<file path="src/hw/ooe_map.svh">
`ifndef OOE_MAP_SVH
`define OOE_MAP_SVH
// ---------------------------------------------------------------
// clock and register map
// ---------------------------------------------------------------
`define OOE_CLK_HZ 20000000
`define OOE_REG_CTRL 8'h00
`define OOE_REG_FAULT 8'h04
`define OOE_REG_APS 8'h08
`define OOE_REG_PSI 8'h0C
`define OOE_REG_TTI_WR 8'h10
`define OOE_REG_FTFL_WR 8'h14
`define OOE_REG_RX_STAT 8'h18
`define OOE_REG_FLAGS 8'h1C
`define OOE_REG_MFAS 8'h20
// ---------------------------------------------------------------
// reset values
// ---------------------------------------------------------------
`define OOE_CTRL_RST 6'h09
`define OOE_FAULT_RST 16'h0000
`define OOE_APS_RST 32'h00000000
`define OOE_PSI_RST 8'hFE
`define OOE_MFAS_RST 8'hFF
// ---------------------------------------------------------------
// overhead field encodings
// ---------------------------------------------------------------
`define OOE_BEI_MAX 4'h8
`define OOE_BIAE_CODE 4'hB
`define OOE_FI_NONE 8'h00
`define OOE_FI_SF 8'h01
`define OOE_FI_SD 8'h02
`define OOE_PM_NORMAL 3'h1
`define OOE_TCM_NO_SRC 3'h0
`define OOE_TCM_NO_IAE 3'h1
`define OOE_TCM_IAE 3'h2
`define OOE_ST_LCK 3'h5
`define OOE_ST_OCI 3'h6
`define OOE_ST_AIS 3'h7
`define OOE_PT_CBR_LAST 8'h1C
`define OOE_PT_AMP 8'h20
`define OOE_PT_GMP 8'h21
`define OOE_PT_NA1 8'h55
`define OOE_PT_NA2 8'h66
`define OOE_PT_PROP 8'h80
`define OOE_PT_NULL 8'hFD
`define OOE_PT_PRBS 8'hFE
// ---------------------------------------------------------------
// multiframe layout and flag register width
// ---------------------------------------------------------------
`define OOE_TTI_LEN 64
`define OOE_FTFL_LEN 256
`define OOE_FTFL_BWD 8'h80
`define OOE_FLAG_W 6
`endif

</file>
<file path="src/hw/ooe_pkg.sv">
`default_nettype none
package ooe_pkg;
    typedef logic [7:0] ooe_byte_t;
    typedef logic [2:0] ooe_stat_t;
    typedef logic [3:0] ooe_nib_t;
endpackage
`default_nettype wire

</file>
<file path="src/hw/ooe_top.sv">
// What this block does
// - backward defect bit of third byte follows signal fail status
// - tandem status three bits encode source, IAE, LCK, OCI, AIS; 011/100 reserved
// - fault message is two 128-byte fields, forward then backward
// - each fault field holds indication byte, operator id, operator-specific part
// - fault indication 00 none, 01 SF, 02 SD, others reserved
// - operator id starts with three-character country code
// - national carrier code of one to six characters follows country code
// - operator-specific content passes through untouched
// - third byte: error count bits 1-4, defect bit 5, status bits 6-8
// - trail trace is 64 bytes, one per frame, aligned to multiframe count
// - trail trace: source id, destination id, 32-byte operator part
// - backward error field reports parity block errors found by sink
// - error codes 0-8 are counts, 1001-1111 mean zero
// - path status 001 normal, 101 LCK, 110 OCI, 111 AIS; rest reserved
// - protection channel is four bytes, request in first byte
// - protection type sits in bits 5-8 of first byte
// - request codes listed; any other code is reserved
// - payload type byte zero accepts any entered value
// - payload types 01-07 standard mappings, 08-1C further clients
// - 20 marks AMP-only multiplex, 21 marks GMP-capable multiplex
// - FD marks NULL test signal, FE marks PRBS test signal
// - 80 is proprietary; 55, 66, FF not available
// - tandem code 1011 signals backward incoming alignment error
// - multiframe counter steps once per frame, wraps 255 to 0
`timescale 1ns/10ps
`default_nettype none
`include "ooe_map.svh"
module ooe_top
(
    input wire logic clk,                          // 20 MHz clock
    input wire logic reset,                        // sync, active high
    input wire logic ce,                           // clock enable
    input wire logic psel,                         // apb select
    input wire logic penable,                      // apb access phase
    input wire logic pwrite,                       // apb direction
    input wire logic [7:0] paddr,                  // apb byte address
    input wire logic [31:0] pwdata,                // apb write data
    output logic [31:0] prdata,                    // apb read data
    output logic pready,                           // apb ready
    output logic pslverr,                          // apb error
    input wire logic tx_frame,                     // tx frame boundary pulse
    input wire logic sig_fail,                     // local signal fail status
    input wire ooe_pkg::ooe_nib_t bip_err_cnt,     // sink parity block errors
    output ooe_pkg::ooe_byte_t tx_mfas,            // multiframe count
    output ooe_pkg::ooe_byte_t tx_pm_tti,          // path trace byte
    output ooe_pkg::ooe_byte_t tx_pm_b3,           // path third byte
    output ooe_pkg::ooe_byte_t tx_tcm_b3,          // tandem third byte
    output ooe_pkg::ooe_byte_t tx_ftfl,            // fault message byte
    output logic [31:0] tx_aps,                    // protection bytes 1..4
    output ooe_pkg::ooe_byte_t tx_psi,             // payload id byte
    input wire logic rx_frame,                     // rx frame boundary pulse
    input wire ooe_pkg::ooe_byte_t rx_mfas,        // received multiframe count
    input wire ooe_pkg::ooe_byte_t rx_pm_b3,       // received path third byte
    input wire ooe_pkg::ooe_byte_t rx_tcm_b3,      // received tandem third byte
    input wire ooe_pkg::ooe_byte_t rx_ftfl,        // received fault byte
    input wire logic [31:0] rx_aps,                // received protection bytes
    input wire ooe_pkg::ooe_byte_t rx_psi,         // received payload id byte
    output ooe_pkg::ooe_nib_t rx_bei,              // decoded error count
    output logic rx_biae,                          // backward alignment error
    output logic rx_bdi                            // received backward defect
);
    import ooe_pkg::*;

    // ---------------------------------------------------------------
    // decoders
    // ---------------------------------------------------------------
    function automatic logic pm_stat_ok(input ooe_stat_t s);
        pm_stat_ok = (s == `OOE_PM_NORMAL) || (s >= `OOE_ST_LCK);
    endfunction

    function automatic logic tcm_stat_ok(input ooe_stat_t s);
        tcm_stat_ok = (s <= `OOE_TCM_IAE) || (s >= `OOE_ST_LCK);
    endfunction

    function automatic logic aps_req_ok(input ooe_nib_t r);
        // even codes plus 0001 and lockout 1111; odd codes other than 0001 and 1111 reserved
        aps_req_ok = !r[0] || (r == 4'h1) || (r == 4'hF);
    endfunction

    function automatic logic pt_ok(input ooe_byte_t p);
        pt_ok = (p >= 8'h01 && p <= `OOE_PT_CBR_LAST) || p == `OOE_PT_AMP
            || p == `OOE_PT_GMP || p == `OOE_PT_PROP || p == `OOE_PT_NULL
            || p == `OOE_PT_PRBS;
    endfunction

    function automatic logic fi_ok(input ooe_byte_t f);
        fi_ok = (f <= `OOE_FI_SD);
    endfunction

    function automatic ooe_nib_t bei_count(input ooe_nib_t b);
        bei_count = (b <= `OOE_BEI_MAX) ? b : 4'h0;
    endfunction

    // ---------------------------------------------------------------
    // state
    // ---------------------------------------------------------------
    logic [5:0] ctrl_r;
    logic [15:0] fault_r;
    logic [31:0] aps_r;
    ooe_byte_t psi_r;
    ooe_byte_t tti_mem [0:`OOE_TTI_LEN-1];
    ooe_byte_t ftfl_mem [0:`OOE_FTFL_LEN-1];
    logic [`OOE_FLAG_W-1:0] flags_r;
    logic [`OOE_FLAG_W-1:0] flag_set;
    ooe_stat_t rx_pm_stat_r;
    ooe_stat_t rx_tcm_stat_r;
    ooe_nib_t rx_aps_req_r;
    ooe_byte_t rx_pt_r;
    ooe_byte_t rx_fwd_fi_r;
    ooe_byte_t mfas_nxt;
    logic wr_go;
    logic rd_go;
    logic addr_ok;

    assign mfas_nxt = tx_mfas + 8'h01;
    assign wr_go = psel && penable && pready && pwrite;
    assign rd_go = psel && penable && !pready;

    // ---------------------------------------------------------------
    // apb slave: one wait state, data and ready from flops
    // ---------------------------------------------------------------
    always_comb
    begin
        unique case (paddr)
            `OOE_REG_CTRL, `OOE_REG_FAULT, `OOE_REG_APS, `OOE_REG_PSI,
            `OOE_REG_TTI_WR, `OOE_REG_FTFL_WR, `OOE_REG_RX_STAT,
            `OOE_REG_FLAGS, `OOE_REG_MFAS: addr_ok = 1'b1;
            default: addr_ok = 1'b0;
        endcase
    end

    // ready rises one cycle into the access phase, falls after
    always_ff @(posedge clk)
    begin
        if (reset)
        begin
            pready <= 1'b0;
            pslverr <= 1'b0;
            prdata <= 32'h00000000;
        end
        else if (ce)
        begin
            pready <= rd_go;
            pslverr <= rd_go && !addr_ok;
            if (rd_go && !pwrite)
            begin
                unique case (paddr)
                    `OOE_REG_CTRL: prdata <= {26'h0, ctrl_r};
                    `OOE_REG_FAULT: prdata <= {16'h0000, fault_r};
                    `OOE_REG_APS: prdata <= aps_r;
                    `OOE_REG_PSI: prdata <= {24'h000000, psi_r};
                    `OOE_REG_RX_STAT: prdata <= {rx_fwd_fi_r, rx_pt_r, rx_aps_req_r,
                        1'b0, rx_tcm_stat_r, rx_biae, rx_pm_stat_r, rx_bei};
                    `OOE_REG_FLAGS: prdata <= {26'h0, flags_r};
                    `OOE_REG_MFAS: prdata <= {24'h000000, tx_mfas};
                    default: prdata <= 32'h00000000;
                endcase
            end
            else
            begin
                prdata <= 32'h00000000;
            end
        end
    end

    // ---------------------------------------------------------------
    // configuration registers
    // ---------------------------------------------------------------
    // psi takes any value, no range check on the transmit side
    always_ff @(posedge clk)
    begin
        if (reset)
        begin
            ctrl_r <= `OOE_CTRL_RST;
            fault_r <= `OOE_FAULT_RST;
            aps_r <= `OOE_APS_RST;
            psi_r <= `OOE_PSI_RST;
        end
        else if (ce && wr_go)
        begin
            unique case (paddr)
                `OOE_REG_CTRL: ctrl_r <= pwdata[5:0];
                `OOE_REG_FAULT: fault_r <= pwdata[15:0];
                `OOE_REG_APS: aps_r <= pwdata;
                `OOE_REG_PSI: psi_r <= pwdata[7:0];
                default: ;
            endcase
        end
    end

    // trace and fault memories; software lays out ids and operator parts
    always_ff @(posedge clk)
    begin
        if (ce && wr_go && paddr == `OOE_REG_TTI_WR)
        begin
            tti_mem[pwdata[13:8]] <= pwdata[7:0];
        end
        if (ce && wr_go && paddr == `OOE_REG_FTFL_WR)
        begin
            ftfl_mem[pwdata[15:8]] <= pwdata[7:0];
        end
    end

    // ---------------------------------------------------------------
    // transmit insertion
    // ---------------------------------------------------------------
    // everything changes only on the frame pulse, so a half-written
    // config never straddles a frame
    always_ff @(posedge clk)
    begin
        if (reset)
        begin
            tx_mfas <= `OOE_MFAS_RST;
            tx_pm_tti <= 8'h00;
            tx_pm_b3 <= 8'h00;
            tx_tcm_b3 <= 8'h00;
            tx_ftfl <= 8'h00;
            tx_aps <= 32'h00000000;
            tx_psi <= 8'h00;
        end
        else if (ce && tx_frame)
        begin
            tx_mfas <= mfas_nxt;
            tx_pm_tti <= tti_mem[mfas_nxt[5:0]];
            tx_pm_b3 <= {(bip_err_cnt > `OOE_BEI_MAX) ? `OOE_BEI_MAX : bip_err_cnt,
                sig_fail, ctrl_r[2:0]};
            tx_tcm_b3 <= {(bip_err_cnt > `OOE_BEI_MAX) ? `OOE_BEI_MAX : bip_err_cnt,
                sig_fail, ctrl_r[5:3]};
            if (mfas_nxt == 8'h00)
            begin
                tx_ftfl <= fault_r[7:0];
            end
            else if (mfas_nxt == `OOE_FTFL_BWD)
            begin
                tx_ftfl <= fault_r[15:8];
            end
            else
            begin
                tx_ftfl <= ftfl_mem[mfas_nxt];
            end
            tx_aps <= aps_r;
            tx_psi <= (mfas_nxt == 8'h00) ? psi_r : 8'h00;
        end
    end

    // ---------------------------------------------------------------
    // receive decode
    // ---------------------------------------------------------------
    always_ff @(posedge clk)
    begin
        if (reset)
        begin
            rx_bei <= 4'h0;
            rx_biae <= 1'b0;
            rx_bdi <= 1'b0;
            rx_pm_stat_r <= 3'h0;
            rx_tcm_stat_r <= 3'h0;
            rx_aps_req_r <= 4'h0;
            rx_pt_r <= 8'h00;
            rx_fwd_fi_r <= 8'h00;
        end
        else if (ce && rx_frame)
        begin
            rx_bei <= bei_count(rx_pm_b3[7:4]);
            rx_biae <= (rx_tcm_b3[7:4] == `OOE_BIAE_CODE);
            rx_bdi <= rx_pm_b3[3];
            rx_pm_stat_r <= rx_pm_b3[2:0];
            rx_tcm_stat_r <= rx_tcm_b3[2:0];
            rx_aps_req_r <= rx_aps[31:28];
            if (rx_mfas == 8'h00)
            begin
                rx_pt_r <= rx_psi;
                rx_fwd_fi_r <= rx_ftfl;
            end
        end
    end

    // reserved-code events; flags are sticky until software writes one
    always_comb
    begin
        flag_set = '0;
        if (rx_frame)
        begin
            flag_set[0] = !pm_stat_ok(rx_pm_b3[2:0]);
            flag_set[1] = !tcm_stat_ok(rx_tcm_b3[2:0]);
            flag_set[2] = !aps_req_ok(rx_aps[31:28]);
            flag_set[3] = (rx_mfas == 8'h00) && !pt_ok(rx_psi);
            flag_set[4] = (rx_mfas == 8'h00) && !fi_ok(rx_ftfl);
            flag_set[5] = (rx_mfas == `OOE_FTFL_BWD) && !fi_ok(rx_ftfl);
        end
    end

    // a set in the clearing cycle survives
    always_ff @(posedge clk)
    begin
        if (reset)
        begin
            flags_r <= '0;
        end
        else if (ce)
        begin
            if (wr_go && paddr == `OOE_REG_FLAGS)
            begin
                flags_r <= (flags_r & ~pwdata[`OOE_FLAG_W-1:0]) | flag_set;
            end
            else
            begin
                flags_r <= flags_r | flag_set;
            end
        end
    end
endmodule
`default_nettype wire

</file>
<file path="config.mk">
export PLATFORM = sky130hd
export DESIGN_NAME = ooe_top
export DESIGN_NICKNAME = d
export VERILOG_FILES = /design/src/hw/ooe_pkg.sv /design/src/hw/ooe_top.sv
export VERILOG_INCLUDE_DIRS = /design/src /design/src/hw
export SDC_FILE = /design/constraint.sdc
export NUM_CORES = 2
export LEC_CHECK = 0
export BUFFER_PORTS_ARGS = -buffer_cell sky130_fd_sc_hd__buf_2
export CORE_MARGIN = 3
export CORE_UTILIZATION = 29
export CTS_BUF_LIST = sky130_fd_sc_hd__clkbuf_16
export CTS_CLUSTER_DIAMETER = 50
export CTS_CLUSTER_SIZE = 25
export DETAILED_ROUTE_END_ITERATION = 6
export HOLD_SLACK_MARGIN = 0.03
export PLACE_DENSITY = 0.39
export REMOVE_ABC_BUFFERS = 1
export SLEW_MARGIN = 20
export SYNTH_ARGS = -nofsm -noshare
export SYNTH_HDL_FRONTEND = slang
export SYNTH_SLANG_ARGS = --single-unit
export TNS_END_PERCENT = 30
</file>
<file path="constraint.sdc">
create_clock -name clk -period 4.7 [get_ports clk]
set_input_delay 0 -clock clk [delete_from_list [all_inputs] [get_ports clk]]
set_output_delay 0 -clock clk [all_outputs]
set_load 0.01 [all_outputs]
</file>
# After elaboration in Yosys (flattened, before gate mapping)
# Memories as Yosys holds them, arrays and structs flattened. A register that Yosys moved wholly into a read port is not among the register bits.
# Cells that the tools add are included.
# op_classes
addsub	1
n_lt_le_gt_ge	8
eq_ne	19
n_mux	14
bitwise_logic	4
n_reduce_logical	43
# ops
operator	n
$pmux W32 S7	1
$eq A8 B8 Y1 const B	5
$eq A8 B5 Y1 const B	4
$mux W32	1
$eq A8 B6 Y1 const B	3
$logic_not A8 Y1	3
$mux W8	3
$eq A8 B4 Y1 const B	2
$logic_and A1 B1 Y1	16
$mux W6	2
$or A6 B6 Y6	2
$reduce_and A2 Y1	5
$logic_not A1 Y1	9
$logic_or A1 B1 Y1	9
$reduce_or A9 Y1	1
$add A8 B1 Y8 const B	1
$eq A4 B4 Y1 const B	2
$eq A8 B3 Y1 const B	1
$ge A8 B1 Y1 const B	1
$le A8 B2 Y1 const B	1
$le A8 B5 Y1 const B	1
$mux W4	2
$and A6 B6 Y6	1
$ge A3 B3 Y1 const B	2
7 further kinds	11
# word_totals
regBits	206
ram_bits	2560
memories	2
# mem_list
name	words	word_bits	read_ports	rd_clocked_by_memory_dff	wr	line	source
ftfl_mem	256	8	1	0	1	ooe_top.sv:103	ooe_byte_t ftfl_mem [0:`OOE_FTFL_LEN-1];
tti_mem	64	8	1	1	1	ooe_top.sv:102	ooe_byte_t tti_mem [0:`OOE_TTI_LEN-1];

# Longest topological paths before layout
# logic_depth
ltp_word	12
depth_mapped	12
mapped_depth_nobuf	9

# Worst setup path after synthesis
# Ideal clock, no wire load.
# synth_path
kind	register to register
startpoint	reg tx_mfas[1]
endpoint	reg tx_ftfl[6]
setup_ns	0.120
arrival_ns	2.659
path_slack_ns	1.922
stages_incl_launch_ff	11
path_buffers	3
path_cell_list	dfxtp_1 > ha_1 > buf_4 > buf_2 > buf_1 > mux4_2 > mux4_2 > a21oi_1 > o211ai_1 > a32oi_1 > o21ai_1
# synth_between
elab_chain_len	4
elab_cells_between_ends	6
# synth_lines
element	line	source
start, declared	ooe_top.sv:45	output ooe_pkg::ooe_byte_t tx_mfas,
start signal, assigned	ooe_top.sv:214	tx_mfas <= `OOE_MFAS_RST;
start signal, assigned	ooe_top.sv:224	tx_mfas <= mfas_nxt;
$add A8 B1 Y8 (*)	ooe_top.sv:116	assign mfas_nxt = tx_mfas + 8'h01;
via mfas_nxt[1]	ooe_top.sv:111	ooe_byte_t mfas_nxt;
$mem_v2 Z256 W8 or $eq A8 B8 Y1 (tied branches)	n/a	
$mux W8	ooe_top.sv:234	else if (mfas_nxt == `OOE_FTFL_BWD)
$mux W8 (*)	ooe_top.sv:230	if (mfas_nxt == 8'h00)
end signal, assigned	ooe_top.sv:232	tx_ftfl <= fault_r[7:0];
end signal, assigned	ooe_top.sv:236	tx_ftfl <= fault_r[15:8];
end signal, assigned	ooe_top.sv:240	tx_ftfl <= ftfl_mem[mfas_nxt];
end, declared	ooe_top.sv:49	output ooe_pkg::ooe_byte_t tx_ftfl,
# Mark *: on every way through the listed nets, which the timed path passes. The rest lies on a longest branch.
# A chain may end at the register's enable or synchronous reset.

# Worst setup path after layout
# layout_path
startpoint	reg tx_mfas[0]
endpoint	reg tx_ftfl[5]
# Same word-level chain as after synthesis.

==> results.md <==
- Post-synth ARST share: 0
- Total gr overflow: 0
- Crit path max fanout: 17
- Wirelength per Cell: 28.90 um
- Worst path required time: 5.52 ns
- Ys Warns: 0
- Final setup viols: 0
- DR pass1 iterations: 6
- Unrepaired setup endpoints after global routing: no
- Crit start category: flop
- VDD IR-drop max: 291.3 uV
- Via Count: 57091
- Post-DP HPWL: 211700 um
- Fin crit period: 4.018 ns
- WP data arrival: 4.83 ns
- Pins Over Slew Limit: 0
- Post-synthesis cell area: 107900 sq um
- Status: finished, final reports clean
- DRT iter0 DRCs: 5030
- Skew final: 0.08251 ns
- Reg2reg path depth: 8
- Power density cells: 478.1 nW/um^2
- Post-CTS setup buffers: 0
- Largest net degree at the start of global routing: 175
- Final wirelength: 337600 um
- Die H: 616.0 um
- Cell count after synthesis: 5667
- Htree depth: 5
- Vias in the first global route: 59291
- Crit-path cells: ha_4, buf_12, mux4_2, mux4_2, mux2i_1, o2111ai_1, a31oi_1, a211oi_1
- Yosys reg bits: 2769
- Slew @ Worst Pin: 1.138 ns
- Crit. End Element: flop
- Boundary Pins: 245
- TritonCTS Sinks: 2769
- Final hold violation count: 0
- CTS Buffer Depth: 4
- R2R setup slack: 0.68 ns
- Top_reg_cell synth: edfxtp_1
- Number of synthesized flops with an enable pin: 2560
- Critical Path Max Stage Delay: 0.70 ns
- DRC: 0
- IO buf count: 215
- Worst R2R Start: tx_mfas[0]
- Syn-to-layout area delta: 22.12%
- TritonCTS clock tree: done
- Final critical-path share of the clock period: 0.8549
- Antenna violations before repair: 15
- Final setup margin: 0.6822 ns
- Core Area: 369700 sq um
- Commonest non-fill, non-tap cell in the layout: edfxtp_1
- CP Launch Point: tx_mfas[0]
- Routed Antenna Nets: 0
- Worst min path class: in -> reg
- CTS buffer count: 373
- Most frequent cells in the layout: edfxtp_1, mux4_2, nand2_1
- Clk_lat worst skew: 0.96 ns
- Layout cells sized above 1: 0.2812
- Die W: 616.0 um
- Die Area: 379500 sq um
- CP endpoint: tx_ftfl[5]
- Reg2reg end: tx_ftfl[5]
- Pleak: 0.04191 uW
- Most used cell, CP: mux4_2
- Sequential share of the synthesized area: 0.7511
- Placer Congestion: 0.7864
- Total GRT Usage: 0.1748
- Max-cap viol count: 0
- Slowest-stage cell, CP: ha_4
- FILL cells: 34645
- First-pass GRT wire length: 474000 um
- FMAX: 248.9 MHz
- WHS: 0.05125 ns
- Post-synth cell types: 67
- Std-Cell Rows: 223
- Post-DR vias/cell: 4.887
- Final net count: 6529
- Initial Util: 0.2919
- CTS root buf: clkbuf_16
- Critical path class: reg -> reg
- Clk pin slew, worst setup/hold paths: 0.06 ns
- Place WS: 0.6940 ns
- Syn avg cell area: 19.04 sq um
- Worst slew margin: 0.2414
-- per-layer routing --
metal  global-route usage  part of all wire  routed length [um]
met1               0.2384              0.44              147600
met2               0.2901              0.49              164500
met3              0.03238             0.055               18480
met4              0.03835             0.021                6972
met5                    0          0.000077                  26
-- power breakdown --
group | internal, uW | switching [uW]
clock network | 17400 | 11900
logic | 2450 | 4260
registers | 26900 | 50.1
-- kinds of logic after synthesis --
family | share of synthesized area
buffers and inverters | 0.01629
AOI/OAI and AO/OA | 0.02147
muxes | 0.1561
xor gates and xnor gates | 0.001449
and+or+nand+nor | 0.05344
adders and majority gates | 0.0001159
DFF | 0.7511
-- state kept, by name (all words and copies together) (netlist names), 8 cells and up --
register,flops
rx_fwd_fi_r,8
tx_pm_b3,8
prdata,32
tti_mem,512
tx_psi,8
rx_pt_r,8
fault_r,16
tx_mfas,8
aps_r,32
tx_aps,32
psi_r,8
tx_ftfl,8
ftfl_mem,2048
tx_pm_tti,8
-- synth_stat cells (12+ instances only) --
cell type,n,area (sq um)
a211oi_1,13,97.59
a21oi_1,152,760.7
a222oi_1,23,230.2
a22oi_1,46,345.3
a31oi_1,38,237.7
and3_1,23,143.9
buf_1,23,86.33
buf_2,94,470.5
buf_4,60,450.4
buf_6,12,135.1
clkbuf_1,160,600.6
dfxtp_1,209,4184
edfxtp_1,2560,76870
mux2i_1,63,630.6
mux4_2,718,16170
nand2_1,645,2421
nand3_1,175,875.8
nor2_1,454,1704
nor2b_1,19,118.9
nor3_1,22,110.1
o2111ai_1,27,236.5
o21ai_0,14,70.07
-- worst min-delay path by stage --
stage | start | endpoint | slack (ns) | cells after the start
CTS | rx_mfas[3] | flags_r[3] | 0.03 | 7
global placement | rx_pm_b3[3] | rx_bdi | 0.25 | 3
floorplan | reset | aps_r[0] | 0.07 | 1
global route | rx_mfas[3] | flags_r[3] | 0.07 | 7
detailed placement | sig_fail | tx_pm_b3[3] | 0.25 | 3
finish | rx_mfas[2] | flags_r[3] | 0.05 | 7
-- critical path, delay by kind of cell (launching register included) --
family,cells,cell delay [ns]
fa+ha+maj,1,0.70
compound gates,3,1.18
buf+inv,1,0.29
flops,1,0.41
mux,3,1.20
-- repair_timing --
action,CTS,global route
gates resized for setup,0,0
hold endpoints to repair,1376,0
hold buffers,252,0
-- cell type report --
cell class / instances / area, sq um / area share
diodes: 8 / 20.02 / 0.0001519
clock buffers: 381 / 9534 / 0.07234
clock inverters: 315 / 3488 / 0.02647
inverters: 4 / 15.01 / 0.0001139
multi-input cells: 2545 / 25410 / 0.1928
flip-flops and latches: 2769 / 81060 / 0.6151
well taps: 4950 / 6193 / 0.04700
repair buffers: 710 / 6070 / 0.04606
-- per-stage QoR --
step / cells / total power [uW] / TNS, ns / cell area (sq um) / utilization
after global routing: 11676 / 65190 / 0 / 131800 / 0.3564
after global placement: 10725 / 34190 / 0 / 116200 / 0.3142
after CTS: 11674 / 63900 / 0 / 131800 / 0.3564
after detailed placement: 10726 / 34210 / 0 / 116200 / 0.3144
after floorplan: 5318 / 33840 / -1056.42 / 106200 / -
final: 11682 / 63010 / 0 / 131800 / 0.3565
No activity file was read; power rests on OpenSTA's default activity.
